**config.mk**
```make
export PLATFORM = sky130hd
export DESIGN_NAME = sdf_host
export DESIGN_NICKNAME = d
export VERILOG_FILES = /design/src/hw/sdf_pkg.sv /design/src/hw/sdf_host.sv
export SDC_FILE = /design/constraint.sdc
export NUM_CORES = 1
export LEC_CHECK = 0
export ABC_AREA = 1
export BUFFER_PORTS_ARGS = -buffer_cell sky130_fd_sc_hd__buf_4
export CAP_MARGIN = 40
export CELL_PAD_IN_SITES_DETAIL_PLACEMENT = 1
export CELL_PAD_IN_SITES_GLOBAL_PLACEMENT = 2
export CORE_MARGIN = 1
export CORE_UTILIZATION = 31
export CTS_CLUSTER_SIZE = 10
export DETAILED_ROUTE_END_ITERATION = 10
export PLACE_DENSITY_LB_ADDON = 0.1
export REMOVE_ABC_BUFFERS = 1
export SYNTH_ARGS = -nofsm -noshare
export SYNTH_HDL_FRONTEND = slang
export SYNTH_SLANG_ARGS = --single-unit
```
**constraint.sdc**
```tcl
create_clock -name ref_clk_i -period 3.8 [get_ports ref_clk_i]
set_input_delay 0.19 -clock ref_clk_i [delete_from_list [all_inputs] [get_ports ref_clk_i]]
set_output_delay 0.19 -clock ref_clk_i [all_outputs]
set_load 0.02 [all_outputs]
```
**src/hw/sdf_pkg.sv**
```systemverilog
// Constants of the stream host: its own register map and the card controller's map.
// Assumes the card controller decodes the offsets below on its register port.
package sdf_pkg;
	// Own register port offsets
	localparam logic [7:0] SDF_CTRL = 8'h00;
	localparam logic [7:0] SDF_LEN = 8'h04;
	localparam logic [7:0] SDF_TOUT = 8'h08;
	localparam logic [7:0] SDF_CIDX = 8'h0c;
	localparam logic [7:0] SDF_STAT = 8'h10;
	// Control register bits
	localparam int SDF_GO_BIT = 0;
	localparam int SDF_DIR_BIT = 1;
	localparam int SDF_DMA_BIT = 2;
	localparam int SDF_STOPC_BIT = 3;
	localparam int SDF_STARTC_BIT = 4;
	localparam int SDF_LANE_BIT = 5;
	// Card controller register offsets
	localparam logic [7:0] SDF_D_CLKSS = 8'h00;
	localparam logic [7:0] SDF_D_CMDCTL = 8'h04;
	localparam logic [7:0] SDF_D_BLKLEN = 8'h08;
	localparam logic [7:0] SDF_D_BLKCNT = 8'h0c;
	localparam logic [7:0] SDF_D_RDTO = 8'h10;
	localparam logic [7:0] SDF_D_MASK = 8'h14;
	localparam logic [7:0] SDF_D_CMDIDX = 8'h18;
	localparam logic [7:0] SDF_D_PART = 8'h1c;
	localparam logic [7:0] SDF_D_RXBUF = 8'h20;
	localparam logic [7:0] SDF_D_TXBUF = 8'h24;
	// Card controller field values
	localparam logic [31:0] SDF_CLK_STOP = 32'h0000_0001;
	localparam logic [31:0] SDF_CLK_START = 32'h0000_0002;
	localparam logic [31:0] SDF_MASK_CLKOFF = 32'hffff_ffef;
	localparam logic [31:0] SDF_PART_SET = 32'h0000_0001;
	localparam logic [31:0] SDF_ONE_BLOCK = 32'h0000_0001;
	localparam logic [31:0] SDF_STOP_INDEX = 32'h0000_000c;
	localparam logic [31:0] SDF_CC_DATA = 32'h0000_0004;
	localparam logic [31:0] SDF_CC_WRITE = 32'h0000_0008;
	localparam logic [31:0] SDF_CC_STREAM = 32'h0000_0010;
	localparam logic [31:0] SDF_CC_DMA = 32'h0000_0080;
	localparam logic [31:0] SDF_CC_LANE = 32'h0000_0100;
	localparam logic [3:0] SDF_BE_BYTE = 4'h1;
	localparam logic [3:0] SDF_BE_WORD = 4'hf;
	// Cycles to ignore request lines after a burst, covering the synchroniser lag
	localparam logic [2:0] SDF_GUARD = 3'h5;
	typedef enum logic [4:0] {
		SDF_IDLE, SDF_LEN_W, SDF_CNT_W, SDF_TO_W, SDF_IDX_W, SDF_CC_W,
		SDF_WREQ, SDF_BURST, SDF_TAIL, SDF_PART_W, SDF_GUARD_S, SDF_WSTOP,
		SDF_SIDX_W, SDF_SCC_W, SDF_WDONE, SDF_MASK_W, SDF_STOP_W,
		SDF_COFF, SDF_START_W
	} sdf_state_t;
endpackage

```
**src/hw/sdf_host.sv**
```systemverilog
// Stream transfer host that drives a card controller through its register port.
// Assumes device flags arrive as unsynchronised levels and device read data one cycle late.
// Summary of operation
// - Host sets partial fill bit after an unfilled transmit burst.
// - Host moves data as single-byte accesses in bursts of 32.
// - Host waits for a service request and moves at most 32 bytes each.
// - Host sets the DMA select bit for DMA, clears it for programmed I/O.
// - Host unmasks clock-off, sets stop, waits flag; start bit restarts clock.
// - Stream write sends stop command once device signals ready for stop.
// - Stream write programs total length and a block count of one.
// - Stream read programs length, count one, timeout, stream set, write clear.
// - Stream read sends stop command only after all data was read.
// - Stream write sets write, stream and data enable before the command.
`timescale 1ns/1ps
module sdf_host #(
	parameter int BURST_LEN = 32
) (
	// Clock and reset
	input wire logic ref_clk_i,
	input wire logic resetn_i,
	// Own register port
	input wire logic [7:0] sw_addr_i,
	input wire logic [31:0] sw_wdata_i,
	input wire logic sw_wr_i,
	input wire logic sw_rd_i,
	output logic [31:0] sw_rdata_o,
	// Byte streams
	input wire logic [7:0] tx_data_i,
	input wire logic tx_valid_i,
	output logic tx_ready_o,
	output logic [7:0] rx_data_o,
	output logic rx_valid_o,
	// Card controller register port
	output logic [7:0] dev_addr_o,
	output logic [31:0] dev_wdata_o,
	output logic [3:0] dev_be_o,
	output logic dev_wr_o,
	output logic dev_rd_o,
	input wire logic [31:0] dev_rdata_i,
	// Card controller flags
	input wire logic dev_rx_req_i,
	input wire logic dev_tx_req_i,
	input wire logic dev_stop_ready_i,
	input wire logic dev_clk_off_i,
	input wire logic dev_done_i
);
	import sdf_pkg::*;

	sdf_state_t state;
	logic [4:0] sync_a;
	logic [4:0] sync_b;
	logic rx_req, tx_req, stop_rdy, clk_off, xfer_done;
	logic go, dir_wr, dma_en, lane4, busy, done;
	logic [15:0] len;
	logic [31:0] tout;
	logic [5:0] cidx;
	logic [15:0] remain;
	logic [6:0] burst_cnt;
	logic [6:0] burst_max;
	logic partial;
	logic rd_pend;
	logic [2:0] guard;
	logic clk_stop_req, clk_start_req;

	assign go = sw_wr_i && sw_addr_i == SDF_CTRL && sw_wdata_i[SDF_GO_BIT] && !busy;
	assign rx_req = sync_b[0];
	assign tx_req = sync_b[1];
	assign stop_rdy = sync_b[2];
	assign clk_off = sync_b[3];
	assign xfer_done = sync_b[4];
	assign tx_ready_o = state == SDF_BURST && dir_wr && burst_cnt < burst_max;

	// Flags come from the card controller's own timing, so each passes two flip-flops
	always_ff @(posedge ref_clk_i) begin
		if (!resetn_i) begin
			sync_a <= '0;
			sync_b <= '0;
		end else begin
			sync_a <= {dev_done_i, dev_clk_off_i, dev_stop_ready_i, dev_tx_req_i, dev_rx_req_i};
			sync_b <= sync_a;
		end
	end

	// Own configuration registers
	always_ff @(posedge ref_clk_i) begin
		if (!resetn_i) begin
			dir_wr <= 1'b0;
			dma_en <= 1'b0;
			lane4 <= 1'b0;
			len <= '0;
			tout <= '0;
			cidx <= '0;
		end else if (sw_wr_i && !busy) begin
			if (sw_addr_i == SDF_CTRL) begin
				dir_wr <= sw_wdata_i[SDF_DIR_BIT];
				dma_en <= sw_wdata_i[SDF_DMA_BIT];
				lane4 <= sw_wdata_i[SDF_LANE_BIT];
			end else if (sw_addr_i == SDF_LEN) begin
				len <= sw_wdata_i[15:0];
			end else if (sw_addr_i == SDF_TOUT) begin
				tout <= sw_wdata_i;
			end else if (sw_addr_i == SDF_CIDX) begin
				cidx <= sw_wdata_i[5:0];
			end
		end
	end

	// Clock orders are held until the engine is idle to take them
	always_ff @(posedge ref_clk_i) begin
		if (!resetn_i) begin
			clk_stop_req <= 1'b0;
			clk_start_req <= 1'b0;
		end else begin
			if (sw_wr_i && sw_addr_i == SDF_CTRL && sw_wdata_i[SDF_STOPC_BIT]) begin
				clk_stop_req <= 1'b1;
			end else if (state == SDF_MASK_W) begin
				clk_stop_req <= 1'b0;
			end
			if (sw_wr_i && sw_addr_i == SDF_CTRL && sw_wdata_i[SDF_STARTC_BIT]) begin
				clk_start_req <= 1'b1;
			end else if (state == SDF_START_W) begin
				clk_start_req <= 1'b0;
			end
		end
	end

	always_ff @(posedge ref_clk_i) begin
		if (!resetn_i) begin
			sw_rdata_o <= '0;
		end else if (sw_rd_i) begin
			if (sw_addr_i == SDF_CTRL) begin
				sw_rdata_o <= {26'h000_0000, lane4, 2'b00, dma_en, dir_wr, 1'b0};
			end else if (sw_addr_i == SDF_LEN) begin
				sw_rdata_o <= {16'h0000, len};
			end else if (sw_addr_i == SDF_TOUT) begin
				sw_rdata_o <= tout;
			end else if (sw_addr_i == SDF_CIDX) begin
				sw_rdata_o <= {26'h000_0000, cidx};
			end else if (sw_addr_i == SDF_STAT) begin
				sw_rdata_o <= {13'h0000, remain, clk_off, done, busy};
			end else begin
				sw_rdata_o <= '0;
			end
		end else begin
			sw_rdata_o <= '0;
		end
	end

	// Main sequencer
	always_ff @(posedge ref_clk_i) begin
		if (!resetn_i) begin
			state <= SDF_IDLE;
			busy <= 1'b0;
			done <= 1'b0;
			remain <= '0;
			burst_cnt <= '0;
			burst_max <= '0;
			partial <= 1'b0;
			guard <= '0;
		end else begin
			case (state)
				SDF_IDLE: begin
					if (go) begin
						busy <= 1'b1;
						done <= 1'b0;
						remain <= len;
						state <= SDF_LEN_W;
					end else if (clk_stop_req) begin
						busy <= 1'b1;
						state <= SDF_MASK_W;
					end else if (clk_start_req) begin
						state <= SDF_START_W;
					end
				end
				SDF_LEN_W: state <= SDF_CNT_W;
				SDF_CNT_W: state <= SDF_TO_W;
				SDF_TO_W: state <= SDF_IDX_W;
				SDF_IDX_W: state <= SDF_CC_W;
				SDF_CC_W: state <= SDF_WREQ;
				SDF_WREQ: begin
					if (remain == 16'h0000) begin
						state <= dir_wr ? SDF_WSTOP : SDF_SIDX_W;
					end else if (dir_wr ? tx_req : rx_req) begin
						burst_cnt <= '0;
						if (remain < 16'(BURST_LEN)) begin
							burst_max <= remain[6:0];
							partial <= 1'b1;
						end else begin
							burst_max <= 7'(BURST_LEN);
							partial <= 1'b0;
						end
						state <= SDF_BURST;
					end
				end
				SDF_BURST: begin
					if (dev_wr_o || dev_rd_o) begin
						burst_cnt <= burst_cnt + 7'h01;
						remain <= remain - 16'h0001;
					end
					if (burst_cnt == burst_max) begin
						state <= dir_wr ? (partial ? SDF_PART_W : SDF_GUARD_S) : SDF_TAIL;
					end
					guard <= SDF_GUARD;
				end
				SDF_TAIL: state <= SDF_GUARD_S;
				SDF_PART_W: state <= SDF_GUARD_S;
				SDF_GUARD_S: begin
					guard <= guard - 3'h1;
					if (guard == 3'h0) begin
						state <= SDF_WREQ;
					end
				end
				SDF_WSTOP: begin
					if (stop_rdy) begin
						state <= SDF_SIDX_W;
					end
				end
				SDF_SIDX_W: state <= SDF_SCC_W;
				SDF_SCC_W: state <= SDF_WDONE;
				SDF_WDONE: begin
					if (xfer_done) begin
						busy <= 1'b0;
						done <= 1'b1;
						state <= SDF_IDLE;
					end
				end
				SDF_MASK_W: state <= SDF_STOP_W;
				SDF_STOP_W: state <= SDF_COFF;
				SDF_COFF: begin
					if (clk_off) begin
						busy <= 1'b0;
						state <= SDF_IDLE;
					end
				end
				SDF_START_W: state <= SDF_IDLE;
				default: state <= SDF_IDLE;
			endcase
		end
	end

	// Register accesses toward the card controller
	always_comb begin
		dev_addr_o = '0;
		dev_wdata_o = '0;
		dev_be_o = SDF_BE_WORD;
		dev_wr_o = 1'b0;
		dev_rd_o = 1'b0;
		case (state)
			SDF_LEN_W: begin
				dev_wr_o = 1'b1;
				dev_addr_o = SDF_D_BLKLEN;
				dev_wdata_o = {16'h0000, len};
			end
			SDF_CNT_W: begin
				dev_wr_o = 1'b1;
				dev_addr_o = SDF_D_BLKCNT;
				dev_wdata_o = SDF_ONE_BLOCK;
			end
			SDF_TO_W: begin
				dev_wr_o = 1'b1;
				dev_addr_o = SDF_D_RDTO;
				dev_wdata_o = tout;
			end
			SDF_IDX_W: begin
				dev_wr_o = 1'b1;
				dev_addr_o = SDF_D_CMDIDX;
				dev_wdata_o = {26'h000_0000, cidx};
			end
			SDF_CC_W: begin
				dev_wr_o = 1'b1;
				dev_addr_o = SDF_D_CMDCTL;
				dev_wdata_o = SDF_CC_DATA | SDF_CC_STREAM;
				if (dir_wr) begin
					dev_wdata_o = dev_wdata_o | SDF_CC_WRITE;
				end
				if (dma_en) begin
					dev_wdata_o = dev_wdata_o | SDF_CC_DMA;
				end
				if (lane4) begin
					dev_wdata_o = dev_wdata_o | SDF_CC_LANE;
				end
			end
			SDF_BURST: begin
				dev_be_o = SDF_BE_BYTE;
				if (burst_cnt < burst_max) begin
					if (dir_wr) begin
						dev_wr_o = tx_valid_i;
						dev_addr_o = SDF_D_TXBUF;
						dev_wdata_o = {24'h00_0000, tx_data_i};
					end else begin
						dev_rd_o = 1'b1;
						dev_addr_o = SDF_D_RXBUF;
					end
				end
			end
			SDF_PART_W: begin
				dev_wr_o = 1'b1;
				dev_addr_o = SDF_D_PART;
				dev_wdata_o = SDF_PART_SET;
			end
			SDF_SIDX_W: begin
				dev_wr_o = 1'b1;
				dev_addr_o = SDF_D_CMDIDX;
				dev_wdata_o = SDF_STOP_INDEX;
			end
			SDF_SCC_W: begin
				dev_wr_o = 1'b1;
				dev_addr_o = SDF_D_CMDCTL;
				dev_wdata_o = '0;
			end
			SDF_MASK_W: begin
				dev_wr_o = 1'b1;
				dev_addr_o = SDF_D_MASK;
				dev_wdata_o = SDF_MASK_CLKOFF;
			end
			SDF_STOP_W: begin
				dev_wr_o = 1'b1;
				dev_addr_o = SDF_D_CLKSS;
				dev_wdata_o = SDF_CLK_STOP;
			end
			SDF_START_W: begin
				dev_wr_o = 1'b1;
				dev_addr_o = SDF_D_CLKSS;
				dev_wdata_o = SDF_CLK_START;
			end
			default: begin
				dev_wr_o = 1'b0;
			end
		endcase
	end

	// Read data stand one cycle after the strobe
	always_ff @(posedge ref_clk_i) begin
		if (!resetn_i) begin
			rd_pend <= 1'b0;
			rx_valid_o <= 1'b0;
			rx_data_o <= '0;
		end else begin
			rd_pend <= dev_rd_o;
			rx_valid_o <= rd_pend;
			if (rd_pend) begin
				rx_data_o <= dev_rdata_i[7:0];
			end
		end
	end

	a_burst_bound: assert property (@(posedge ref_clk_i) disable iff (!resetn_i)
		state == SDF_BURST |-> burst_cnt <= 7'(BURST_LEN))
		else $error("burst moved more than the burst length");
	a_byte_lanes: assert property (@(posedge ref_clk_i) disable iff (!resetn_i)
		(dev_wr_o || dev_rd_o) && (dev_addr_o == SDF_D_TXBUF || dev_addr_o == SDF_D_RXBUF)
		|-> dev_be_o == SDF_BE_BYTE)
		else $error("data buffer access not single byte");
	a_partial_mark: assert property (@(posedge ref_clk_i) disable iff (!resetn_i)
		state == SDF_BURST && dir_wr && partial && burst_cnt == burst_max
		|=> dev_wr_o && dev_addr_o == SDF_D_PART && dev_wdata_o == SDF_PART_SET)
		else $error("short transmit burst not marked partial");
	a_stop_ready: assert property (@(posedge ref_clk_i) disable iff (!resetn_i)
		dev_wr_o && dev_addr_o == SDF_D_CMDIDX && dev_wdata_o == SDF_STOP_INDEX && dir_wr
		|-> $past(stop_rdy))
		else $error("stop command sent before ready for stop");
	a_count_one: assert property (@(posedge ref_clk_i) disable iff (!resetn_i)
		dev_wr_o && dev_addr_o == SDF_D_CMDCTL && dev_wdata_o[4]
		|-> $past(dev_addr_o, 3) == SDF_D_BLKCNT && $past(dev_wdata_o, 3) == SDF_ONE_BLOCK
		&& $past(dev_addr_o, 4) == SDF_D_BLKLEN)
		else $error("block length and count not programmed first");
	a_read_dir: assert property (@(posedge ref_clk_i) disable iff (!resetn_i)
		dev_wr_o && dev_addr_o == SDF_D_CMDCTL && state == SDF_CC_W && !dir_wr
		|-> !dev_wdata_o[3] && dev_wdata_o[4] && $past(dev_addr_o, 2) == SDF_D_RDTO)
		else $error("stream read command set wrongly");
	a_write_dir: assert property (@(posedge ref_clk_i) disable iff (!resetn_i)
		state == SDF_CC_W && dir_wr |-> (dev_wdata_o & 32'h0000_001c) == 32'h0000_001c)
		else $error("stream write command set wrongly");
	a_dma_select: assert property (@(posedge ref_clk_i) disable iff (!resetn_i)
		state == SDF_CC_W |-> dev_wdata_o[7] == dma_en)
		else $error("DMA select bit differs from order");
	a_read_all: assert property (@(posedge ref_clk_i) disable iff (!resetn_i)
		state == SDF_SIDX_W && !dir_wr |-> remain == 16'h0000 && !rd_pend)
		else $error("stop sent before all read data");
	a_clock_stop: assert property (@(posedge ref_clk_i) disable iff (!resetn_i)
		dev_wr_o && dev_addr_o == SDF_D_CLKSS && dev_wdata_o == SDF_CLK_STOP
		|-> $past(dev_addr_o) == SDF_D_MASK && $past(dev_wdata_o) == SDF_MASK_CLKOFF
		##1 state == SDF_COFF)
		else $error("clock stop without unmasking clock-off");
	c_write_done: cover property (@(posedge ref_clk_i) disable iff (!resetn_i)
		state == SDF_WDONE && dir_wr && xfer_done);
	c_read_done: cover property (@(posedge ref_clk_i) disable iff (!resetn_i)
		state == SDF_WDONE && !dir_wr && xfer_done);
	c_clock_off: cover property (@(posedge ref_clk_i) disable iff (!resetn_i)
		state == SDF_COFF && clk_off);
	c_partial: cover property (@(posedge ref_clk_i) disable iff (!resetn_i)
		state == SDF_PART_W);
endmodule

```
==> results of run 1 <==
[per-stage QoR]
stage,hold WS [ns],instances
2_1_floorplan,0.283,1012
3_3_place_gp,0.372,1493
3_5_place_dp,0.378,1494
4_1_cts,0.0220,1539
5_1_grt,0.0403,1539
6_report,0.0347,1539
[worst paths after layout]
kind	startpoint	end	depth (start not counted)
min reg2reg	sync_a[0]	sync_b[0]	2
max	burst_max[6]	dev_wdata_o[7]	12
max reg2reg	remain[0]	state[1]	10
min	sw_wdata_i[26]	tout[26]	3
[cell usage after synthesis, types with 10 or more instances]
cell	number	share of area
a21oi_1	112	0.076
buf_2	11	0.0075
clkbuf_1	32	0.016
dfxtp_1	152	0.41
ha_1	11	0.019
inv_1	130	0.066
inv_2	10	0.0051
nand2_1	186	0.095
nand3_1	69	0.047
nand4_1	11	0.0093
nor2_1	124	0.063
o21ai_0	102	0.069
o21ai_1	12	0.0081
o221ai_1	13	0.015
[worst reg2reg max path, cell delays in order (launching register included)]
cell     delay, ns
dfxtp_1       0.35
inv_1         0.15
ha_1          0.23
nand2_1       0.12
nor2_1        0.45
nand2_1       0.25
nand2_1       0.16
nand3_1       0.26
inv_2         0.22
nand2_1       0.08
a21oi_1       0.13
[what timing repair did]
| item | CTS | global route |
|---|---|---|
| endpoints found under the setup margin | 0 | 0 |
| endpoints found under the hold margin | 13 | 0 |
| resized for setup | 0 | 0 |
| hold buffers | 13 | 0 |
[layout make-up]
class | count | area (µm²) | share of cell area
flip-flops and latches | 152 | 3040 | 0.320
multi-input cells | 718 | 3550 | 0.374
clock buffers | 17 | 425 | 0.0448
clock inverters | 15 | 169 | 0.0178
well taps | 319 | 399 | 0.0420
inverters | 142 | 533 | 0.0561
repair buffers | 176 | 1370 | 0.145
[routing by layer]
layer  vias up  wire length [µm]
met2       149             11900
li1       3779                 -
met3        16              1110
met1      3577             13200
met4         0               255
met5         -                 0
[power by group through the flow]
stage	sequential (W)	combinational, W	clock [W]
CTS	0.00175	0.00131	0.00181
detailed placement	0.00179	0.00129	0
floorplan	0.00176	0.000844	0
global placement	0.00179	0.00127	0
global route	0.00176	0.00147	0.00188
finish	0.00175	0.00130	0.00177
[flip-flops by register name (all words and copies together) (netlist names)]
signal         cells
rx_data_o          8
guard              3
sw_rdata_o        32
dir_wr             1
rd_pend            1
rx_valid_o         1
sync_b             5
lane4              1
remain            16
len               16
burst_cnt          7
clk_start_req      1
busy               1
dma_en             1
sync_a             5
state              5
done               1
cidx               6
tout              32
burst_max          7
partial            1
clk_stop_req       1
[kinds of logic (layout without fill, tap and decap cells)]
kind of cell	Yosys count	after routing	synth area share
buffers and inverters	198	350	0.107
AND/OR/NAND/NOR	426	426	0.255
XOR/XNOR	3	3	0.00356
adder cells (fa/ha/maj)	11	11	0.0187
flip-flops	152	152	0.413
other	2	5	0.00102
AO/OA/AOI/OAI	273	273	0.202
==> key figures, run 1 <==
Critical path
  • Crit path max fanout: 9
  • Critical Path End Type: output port
  • Slowest cell on the critical path: clkinv_1
  • CP Buf/Inv Count: 4
  • Cell Chain, Critical Path: inv_1 > ha_1 > nand2_1 > nor2_1 > nand2_1 > nand2_1 > inv_1 > nand2_1 > clkinv_1 > a21oi_1 > o21ai_0 > buf_4
  • R2R Setup Slk: 1.31 ns
  • WP data required: 3.61 ns
  • Arr. time, crit path: 2.71 ns
  • Nature of the critical path startpoint: register
  • Critical path class: reg -> out
  • Crit-path most repeated cell: nand2_1
  • Crit-path max cell delay: 0.43 ns
  • Crit path max-delay family: buffers and inverters

Die
  • Die area: approximately 24,000 µm²
  • Die H: 156 µm
  • # IOs: 178
  • Initial core utilization: 0.315
  • Die width: about 160 µm
  • Core area: 23,400 µm²
  • Num rows: 56

GRT
  • Grt peak-use layer: met2
  • Largest net degree at the start of global routing: 69
  • M1 GR Usage: 0.311
  • GRT met3 Usage: 0.0443
  • GRT Overall Usage: 0.221
  • Global-route wire length before repair: 41,200 µm
  • Met2 Track Usage GR: 0.344
  • Vias in the first global route: between 7,000 and 8,000
  • Initial antenna violation count: 0
  • Gr ovfl total: 0

STA
  • Slew Limit Fails: 0
  • Slew headroom: 0.503
  • Fmax: roughly 0.35 GHz
  • TNS Setup: 0 ns
  • Period utilization: 0.763
  • Tmin final: 2.90 ns
  • RSZ-0062 raised after global routing: no
  • Clock Skew: 0.00725 ns
  • Final Hold Fails: 0
  • PnR worst setup slack: 0.902 ns
  • Final setup viols: 0
  • Worst Max-Slew Pin Slew: 0.746 ns

Clock tree
  • Clock transition at path regs: 0.07 ns
  • H-tree levels: 4
  • Root Driver: clkbuf_16
  • Sink Count: approximately 150
  • Clock Latency Late Sink: 0.43 ns
  • CTS max path bufs: 2
  • Post-CTS Repair Setup Buffers: 0
  • CTS tree: yes
  • CTS buffer count: 17

Routing
  • Vias post-DR: 7,521
  • Starting DRT DRC Count: around 450
  • Final ANT Viol Nets: 0
  • Final wirelength: 26,500 µm
  • Drt drc: 0
  • DR WL/cell: 17.2 µm
  • Vias per cell: 4.89
  • First-pass DRT Iterations: 5

Pwr
  • Pwr dens: between 500 and 600 nW/µm²
  • Flop pwr share: 0.363
  • Psw: 0.00173 W
  • Peak VDD IR: 0.299 mV
  • Internal Power: a little over 0.003 W
  • Pleak: approximately 4.1 nW
  • Pwr Total: 0.00483 W
  • Sw Share: 0.358
  • Combinational power share: 0.270
  • Clock network fraction of total power: 0.367

Placed design
  • GP Congestion: around 0.84
  • HPWL after DPL: roughly 19,000 µm
  • Placed inst area: 8770 µm²
  • Port bufs: about 150
  • Setup WS pre-CTS: roughly 1.3 ns

Logic synthesis
  • Synth warn: 0
  • Number of synthesized flops with an enable pin: 0
  • Flops & latches, synth: 152
  • Async S/R FF share, synth: 0
  • Prevailing post-synth register cell: dfxtp_1
  • Synth cell types: 44
  • Mapped Area: between 7000 and 8000 µm²
  • Sequential area share after synthesis: 0.413
  • Post-Syn Instances: ~1,100
  • Mapped Avg Cell Area: 6.93 µm²

Finish
  • Layout cells sized above 1: 0.189
  • Number of diodes: 0
  • Layout area overhead: 28.8%
  • Commonest non-fill, non-tap cells in the layout: 185 x nand2_1, 162 x buf_4, 152 x dfxtp_1
  • Final net count: between 1,000 and 1,500
  • Commonest non-fill, non-tap cell in the layout: nand2_1
  • Post-layout util: 0.406
  • Filler cells: 2,990
  • Final instance area: 9500 µm²

Min path
  • Worst hold path type: in -> reg

Job
  • Max_cap viols: 0

Run status
  • Run status: complete, no violations
Note: power is estimated with default switching activity, not from simulation.
==> run 2: changes to the inputs <==
Settings changed: CORE_UTILIZATION 31 to 26.
Clock period 3.8 ns to 2.4 ns, I/O delays scaled along.
==> key figures, run 2 (same netlist as run 1, synthesis figures left out) <==
Clock tree
  • CTS buffer count: 17
  • H-tree levels: 4
  • Root Driver: clkbuf_16
  • CTS max path bufs: 2
  • CTS tree: yes
  • Clock Latency Late Sink: between 0.4 and 0.5 ns
  • Clock transition at path regs: 0.07 ns
  • Sink Count: between 150 and 200

Die
  • Initial core utilization: 0.265
  • Die H: 170 µm
  • Num rows: 61
  • # IOs: 178
  • Core area: 27,900 µm²
  • Die width: 170 µm
  • Die area: between 20,000 and 30,000 µm²

Critical path
  • Arr. time, crit path: ~2.6 ns
  • Crit path max fanout: 4
  • Critical Path End Type: register
  • Nature of the critical path startpoint: register
  • Critical path class: reg -> reg
  • WP data required: 2.71 ns

STA
  • Slew headroom: 0.537
  • Slew Limit Fails: 0
  • Final Hold Fails: 0
  • Period utilization: 0.971
  • Clock Skew: 0.0126 ns
  • Tmin final: 2.33 ns
  • Worst Max-Slew Pin Slew: approximately 0.7 ns
  • Final setup viols: 0
  • Hold slack: 0.0228 ns
  • Fmax: 0.429 GHz

Placed design
  • HPWL after DPL: 21,100 µm
  • Port bufs: between 100 and 150
  • GP Congestion: about 0.9

Finish
  • Final net count: around 1,400
  • Post-layout util: 0.374
  • Multi-input gate area: 3690 µm²
  • Commonest non-fill, non-tap cell in the layout: buf_4
  • Layout cells sized above 1: 0.238
  • Filler cells: roughly 3,500
  • Largest registers: sw_rdata_o (32), tout (32)
  • Number of diodes: 0
  • Sequential Area: 3060 µm²
  • Layout area overhead: 41.2%
  • Commonest non-fill, non-tap cells in the layout: 196 x buf_4, 180 x nand2_1, 137 x dfxtp_1

Pwr
  • Pleak: 4.48 nW
  • Peak VDD IR: 0.540 mV
  • Pwr dens: 773 nW/µm²
  • Pwr Total: slightly above 0.008 W

Job
  • Max_cap viols: 0

Routing
  • Vias per cell: 4.64
  • Starting DRT DRC Count: slightly above 400
  • Final ANT Viol Nets: 0
  • First-pass DRT Iterations: 4
  • DR WL/cell: about 17 µm
  • Final wirelength: 28,800 µm
  • Vias post-DR: 7,749
  • Drt drc: 0

Run status
  • Run status: complete, no violations

GRT
  • Global-route wire length before repair: 45,400 µm
  • Gr ovfl total: 0
  • Initial antenna violation count: 0
  • Largest net degree at the start of global routing: 48
  • GRT Overall Usage: 0.206
  • Vias in the first global route: 8,095

Min path
  • Worst hold path type: in -> reg
## run 2: timing repair
| item | in CTS | in global routing |
|---|---|---|
| hold buffers | 47 | 0 |
| hold endpoints to repair | 62 | 0 |
| pin swaps | 1 | 3 |
| gates cloned | 0 | 0 |
| endpoints found under the setup margin | 17 | 14 |
| gates resized for setup | 18 | 37 |
| setup buffers | 7 | 1 |
## run 2: where the power goes
part	switching, W	leakage (nW)	internal, W
sequential	0.000125	1.24	0.00263
combinational	0.00147	2.93	0.000879
clock	0.00127	0.312	0.00169
## run 2: through the flow
stage	cell area, µm²	instances	setup slack [ns]	TNS [ns]
after global placement	9060	1583	0.175	0
final	10400	1670	0.0704	0
after global routing	10400	1670	-0.0173	-0.0466
after floorplan	7130	1012	0.0781	0
after detailed placement	9060	1583	0.197	0
after CTS	10300	1669	0.00134	0
## run 2: cell type report
type,count,area share
clock buffers,17,0.0408
well taps,378,0.0454
multi-input cells,718,0.355
flip-flops and latches,152,0.294
inverters,142,0.0519
repair buffers,248,0.194
clock inverters,15,0.0196
## run 2: final timing paths
kind                                    start        end  slack, ns  cells after the start
worst max-delay path             burst_max[6]   state[3]       0.07                     18
worst min register to register      sync_a[1]  sync_b[1]       0.41                      2
worst max register to register   burst_max[6]   state[3]       0.07                     18
worst min-delay path            sw_wdata_i[0]    cidx[0]       0.02                      3
## run 2: metal layers
metal / global-route usage / share of wire / wire length (µm)
met1: 0.277 / 0.49 / 14100
met2: 0.341 / 0.46 / 13400
met4: 0.0454 / 0.0096 / 277
met5: 0 / 0 / 0
met3: 0.0377 / 0.037 / 1060
## run 2: critical path: stages, from the launching register on
cell	delay [ns]
dfxtp_2	0.33
inv_1	0.06
ha_4	0.27
nand2_2	0.06
nor2_4	0.12
buf_4	0.11
buf_4	0.09
buf_4	0.09
buf_4	0.09
buf_4	0.09
buf_4	0.09
nand2_1	0.05
nand2_1	0.11
nand3_1	0.09
nor2_1	0.13
nand3_2	0.14
buf_4	0.17
nand2_1	0.06
a21oi_2	0.05
==> run 3: changes to the inputs <==
Settings changed: ABC_AREA 1 to 0, CORE_UTILIZATION 26 to 28, HOLD_SLACK_MARGIN set to 0.03.
==> key figures, run 3 <==
Critical path
  • Worst-case reg-to-reg path depth: 8
  • Slowest cell on the critical path: dfxtp_2
  • Worst r2r src: burst_max[4]
  • Arr. time, crit path: 2.27 ns
  • R2R Setup Slk: 0.07 ns
  • Critical Path End Type: output port
  • R2r endpoint: remain[10]
  • Crit path max fanout: 6
  • CP Launch Point: burst_max[4]
  • Crit-path most repeated cell: buf_6
  • Crit-path max cell delay: 0.34 ns
  • Nature of the critical path startpoint: register
  • Cell Chain, Critical Path: inv_2 > ha_4 > a211oi_2 > nor2_2 > buf_6 > nor4bb_4 > buf_6 > nand3_2 > o211ai_1 > buf_4
  • Crit path capture: dev_wr_o
  • Critical path class: reg -> out
  • WP data required: 2.28 ns

Clock tree
  • Clock transition at path regs: 0.07 ns
  • H-tree levels: 4
  • CTS max path bufs: 2
  • CTS tree: yes
  • Sink Count: about 150
  • Clock Latency Late Sink: 0.44 ns
  • Root Driver: clkbuf_16
  • CTS buffer count: 17

Pwr
  • Clock network fraction of total power: 0.407
  • Psw: 0.00216 W
  • Sw Share: 0.319
  • Pleak: 4.46 nW
  • Internal Power: 0.00462 W
  • Pwr dens: 631 nW/µm²
  • Combinational power share: 0.212
  • Peak VDD IR: 0.515 mV
  • Flop pwr share: 0.381

GRT
  • Gr ovfl total: 0
  • GRT Overall Usage: 0.223
  • Initial antenna violation count: 0
  • Largest net degree at the start of global routing: 36
  • Vias in the first global route: 7,925
  • Global-route wire length before repair: 45,400 µm

Die
  • Die H: 164 µm
  • # IOs: 178
  • Num rows: 59
  • Die area: 27,000 µm²
  • Initial core utilization: 0.284
  • Die width: roughly 160 µm
  • Core area: 26,000 µm²

Run status
  • Run status: complete, no violations

Finish
  • Commonest non-fill, non-tap cell in the layout: buf_4
  • Layout cells sized above 1: 0.290
  • Commonest non-fill, non-tap cells in the layout: 238 x buf_4, 148 x nand2_1, 142 x dfxtp_1
  • Final net count: 1,254
  • Filler cells: 3,080
  • Final instance area: about 11,000 µm²
  • Number of diodes: 0
  • Post-layout util: 0.414
  • Largest registers: sw_rdata_o (32), tout (32)
  • Layout area overhead: 45.7%

Placed design
  • Port bufs: around 150
  • Placed inst area: between 9000 and 10,000 µm²
  • HPWL after DPL: roughly 21,000 µm
  • GP Congestion: 0.813

Job
  • Max_cap viols: 0

STA
  • Slew headroom: 0.540
  • Hold slack: 0.137 ns
  • Clock Skew: 0.0147 ns
  • Final Hold Fails: 0
  • RSZ-0062 raised after global routing: yes
  • Slew Limit Fails: 0
  • Period utilization: 0.995
  • TNS Setup: 0 ns
  • Tmin final: around 2.4 ns
  • Fmax: 0.419 GHz
  • Worst Max-Slew Pin Slew: 0.685 ns
  • Final setup viols: 0

Logic synthesis
  • Synth cell types: 71
  • Post-synth top area share: 0.412
  • Top post-synthesis cells by area: dfxtp_1 41%, nand2_1 7.7%, a21oi_1 6.4%, nor2_1 2.9%, clkbuf_1 2.8%
  • Post-synth top cells: 152 x dfxtp_1, 151 x nand2_1, 95 x a21oi_1
  • Prevailing post-synth register cell: dfxtp_1
  • Async S/R FF share, synth: 0
  • Synth warn: 0
  • Mapped Area: 7380 µm²
  • Largest area contributor in the netlist: dfxtp_1
  • Number of synthesized flops with an enable pin: 0
  • Flops & latches, synth: 152
  • Most common cell in the netlist: dfxtp_1
  • Post-Syn Instances: 905
  • Mapped Avg Cell Area: 8.15 µm²
  • Sequential area share after synthesis: 0.412

Min path
  • Worst hold path type: in -> reg
  • Hold Path Cell Cnt: 3

Routing
  • Starting DRT DRC Count: 477
  • Final ANT Viol Nets: 0
  • Final wirelength: approximately 30,000 µm
  • Vias post-DR: between 7,000 and 8,000
  • DR WL/cell: 19.8 µm
  • First-pass DRT Iterations: 6
  • Vias per cell: 5.18
  • Drt drc: 0
[run 3: cell count changes after synthesis, sizes merged, moves of 16 or more]
cell / delta
and2: +30
mux2i: +19
clkbuf: +22
nor3: +18
nand3: -57
a21o: +20
nand2: -36
nor2: -78
o21ai: -90
a21oi: -17
inv: -116
a22o: +16
a22oi: +16
[run 3: critical path: cells and delay by family, from the launching register on]
| kind | cells | cell delay (ns) |
|---|---|---|
| AND/OR/NAND/NOR | 3 | 0.45 |
| AO/OA/AOI/OAI | 2 | 0.29 |
| flip-flops | 1 | 0.34 |
| adder cells (fa/ha/maj) | 1 | 0.21 |
| buffers and inverters | 4 | 0.52 |
[run 3: kinds of logic after synthesis]
kind of cell    Yosys count  share of synthesized area
simple gates            358                      0.239
compound gates          259                      0.240
flops                   152                      0.412
buf+inv                  97                     0.0538
mux                      23                     0.0319
fa+ha+maj                11                     0.0187
xor+xnor                  3                    0.00356
other cells               2                    0.00102
[run 3: how the worst min path moves through the flow]
| stage | from | end | slack [ns] |
|---|---|---|---|
| floorplan | resetn_i | remain[15] | 0.24 |
| global placement | dev_clk_off_i | sync_a[3] | 0.33 |
| detailed placement | dev_done_i | sync_a[4] | 0.33 |
| CTS | sw_rd_i | sw_rdata_o[5] | 0.10 |
| global route | sw_rd_i | sw_rdata_o[5] | 0.16 |
| finish | sw_rd_i | sw_rdata_o[5] | 0.14 |
[run 3: cell type report]
cell class | count | area [µm²] | area share
clock inverter | 14 | 149 | 0.0139
sequential | 152 | 3060 | 0.285
inverter | 24 | 90.1 | 0.00838
tap | 335 | 419 | 0.0390
clock buffer | 18 | 439 | 0.0409
multi-input combinational | 659 | 4120 | 0.383
timing repair buffer | 299 | 2480 | 0.230
[run 3: routing by layer]
layer	wire length [µm]	global-route usage	part of all wire
met1	14000	0.291	0.47
met3	963	0.0366	0.032
met5	0	0	0
met4	463	0.0636	0.016
met2	14200	0.374	0.48
[run 3: what timing repair did]
item                       4_1_cts  5_1_grt
buffers inserted                 7        2
hold buffers                    46        0
setup endpoints to repair       23       26
hold endpoints to repair        72        0
resized for setup               48        6
pin swaps                        8        4
cloned                           1        0
[run 3: power groups by stage]
stage	clock, W	sequential (W)	combinational [W]
after CTS	0.00284	0.00258	0.00144
after global placement	0	0.00264	0.00138
final	0.00276	0.00258	0.00144
after floorplan	0	0.00274	0.000573
after detailed placement	0	0.00264	0.00137
after global routing	0.00290	0.00259	0.00154
[run 3: per-stage QoR]
step                power, W  worst slack (ns)  cells
CTS                  0.00685           -0.0588   1500
floorplan            0.00331            -0.965    835
finish               0.00678            0.0129   1501
detailed placement   0.00401           0.00787   1414
global placement     0.00401           -0.0119   1414
global route         0.00703            -0.110   1501
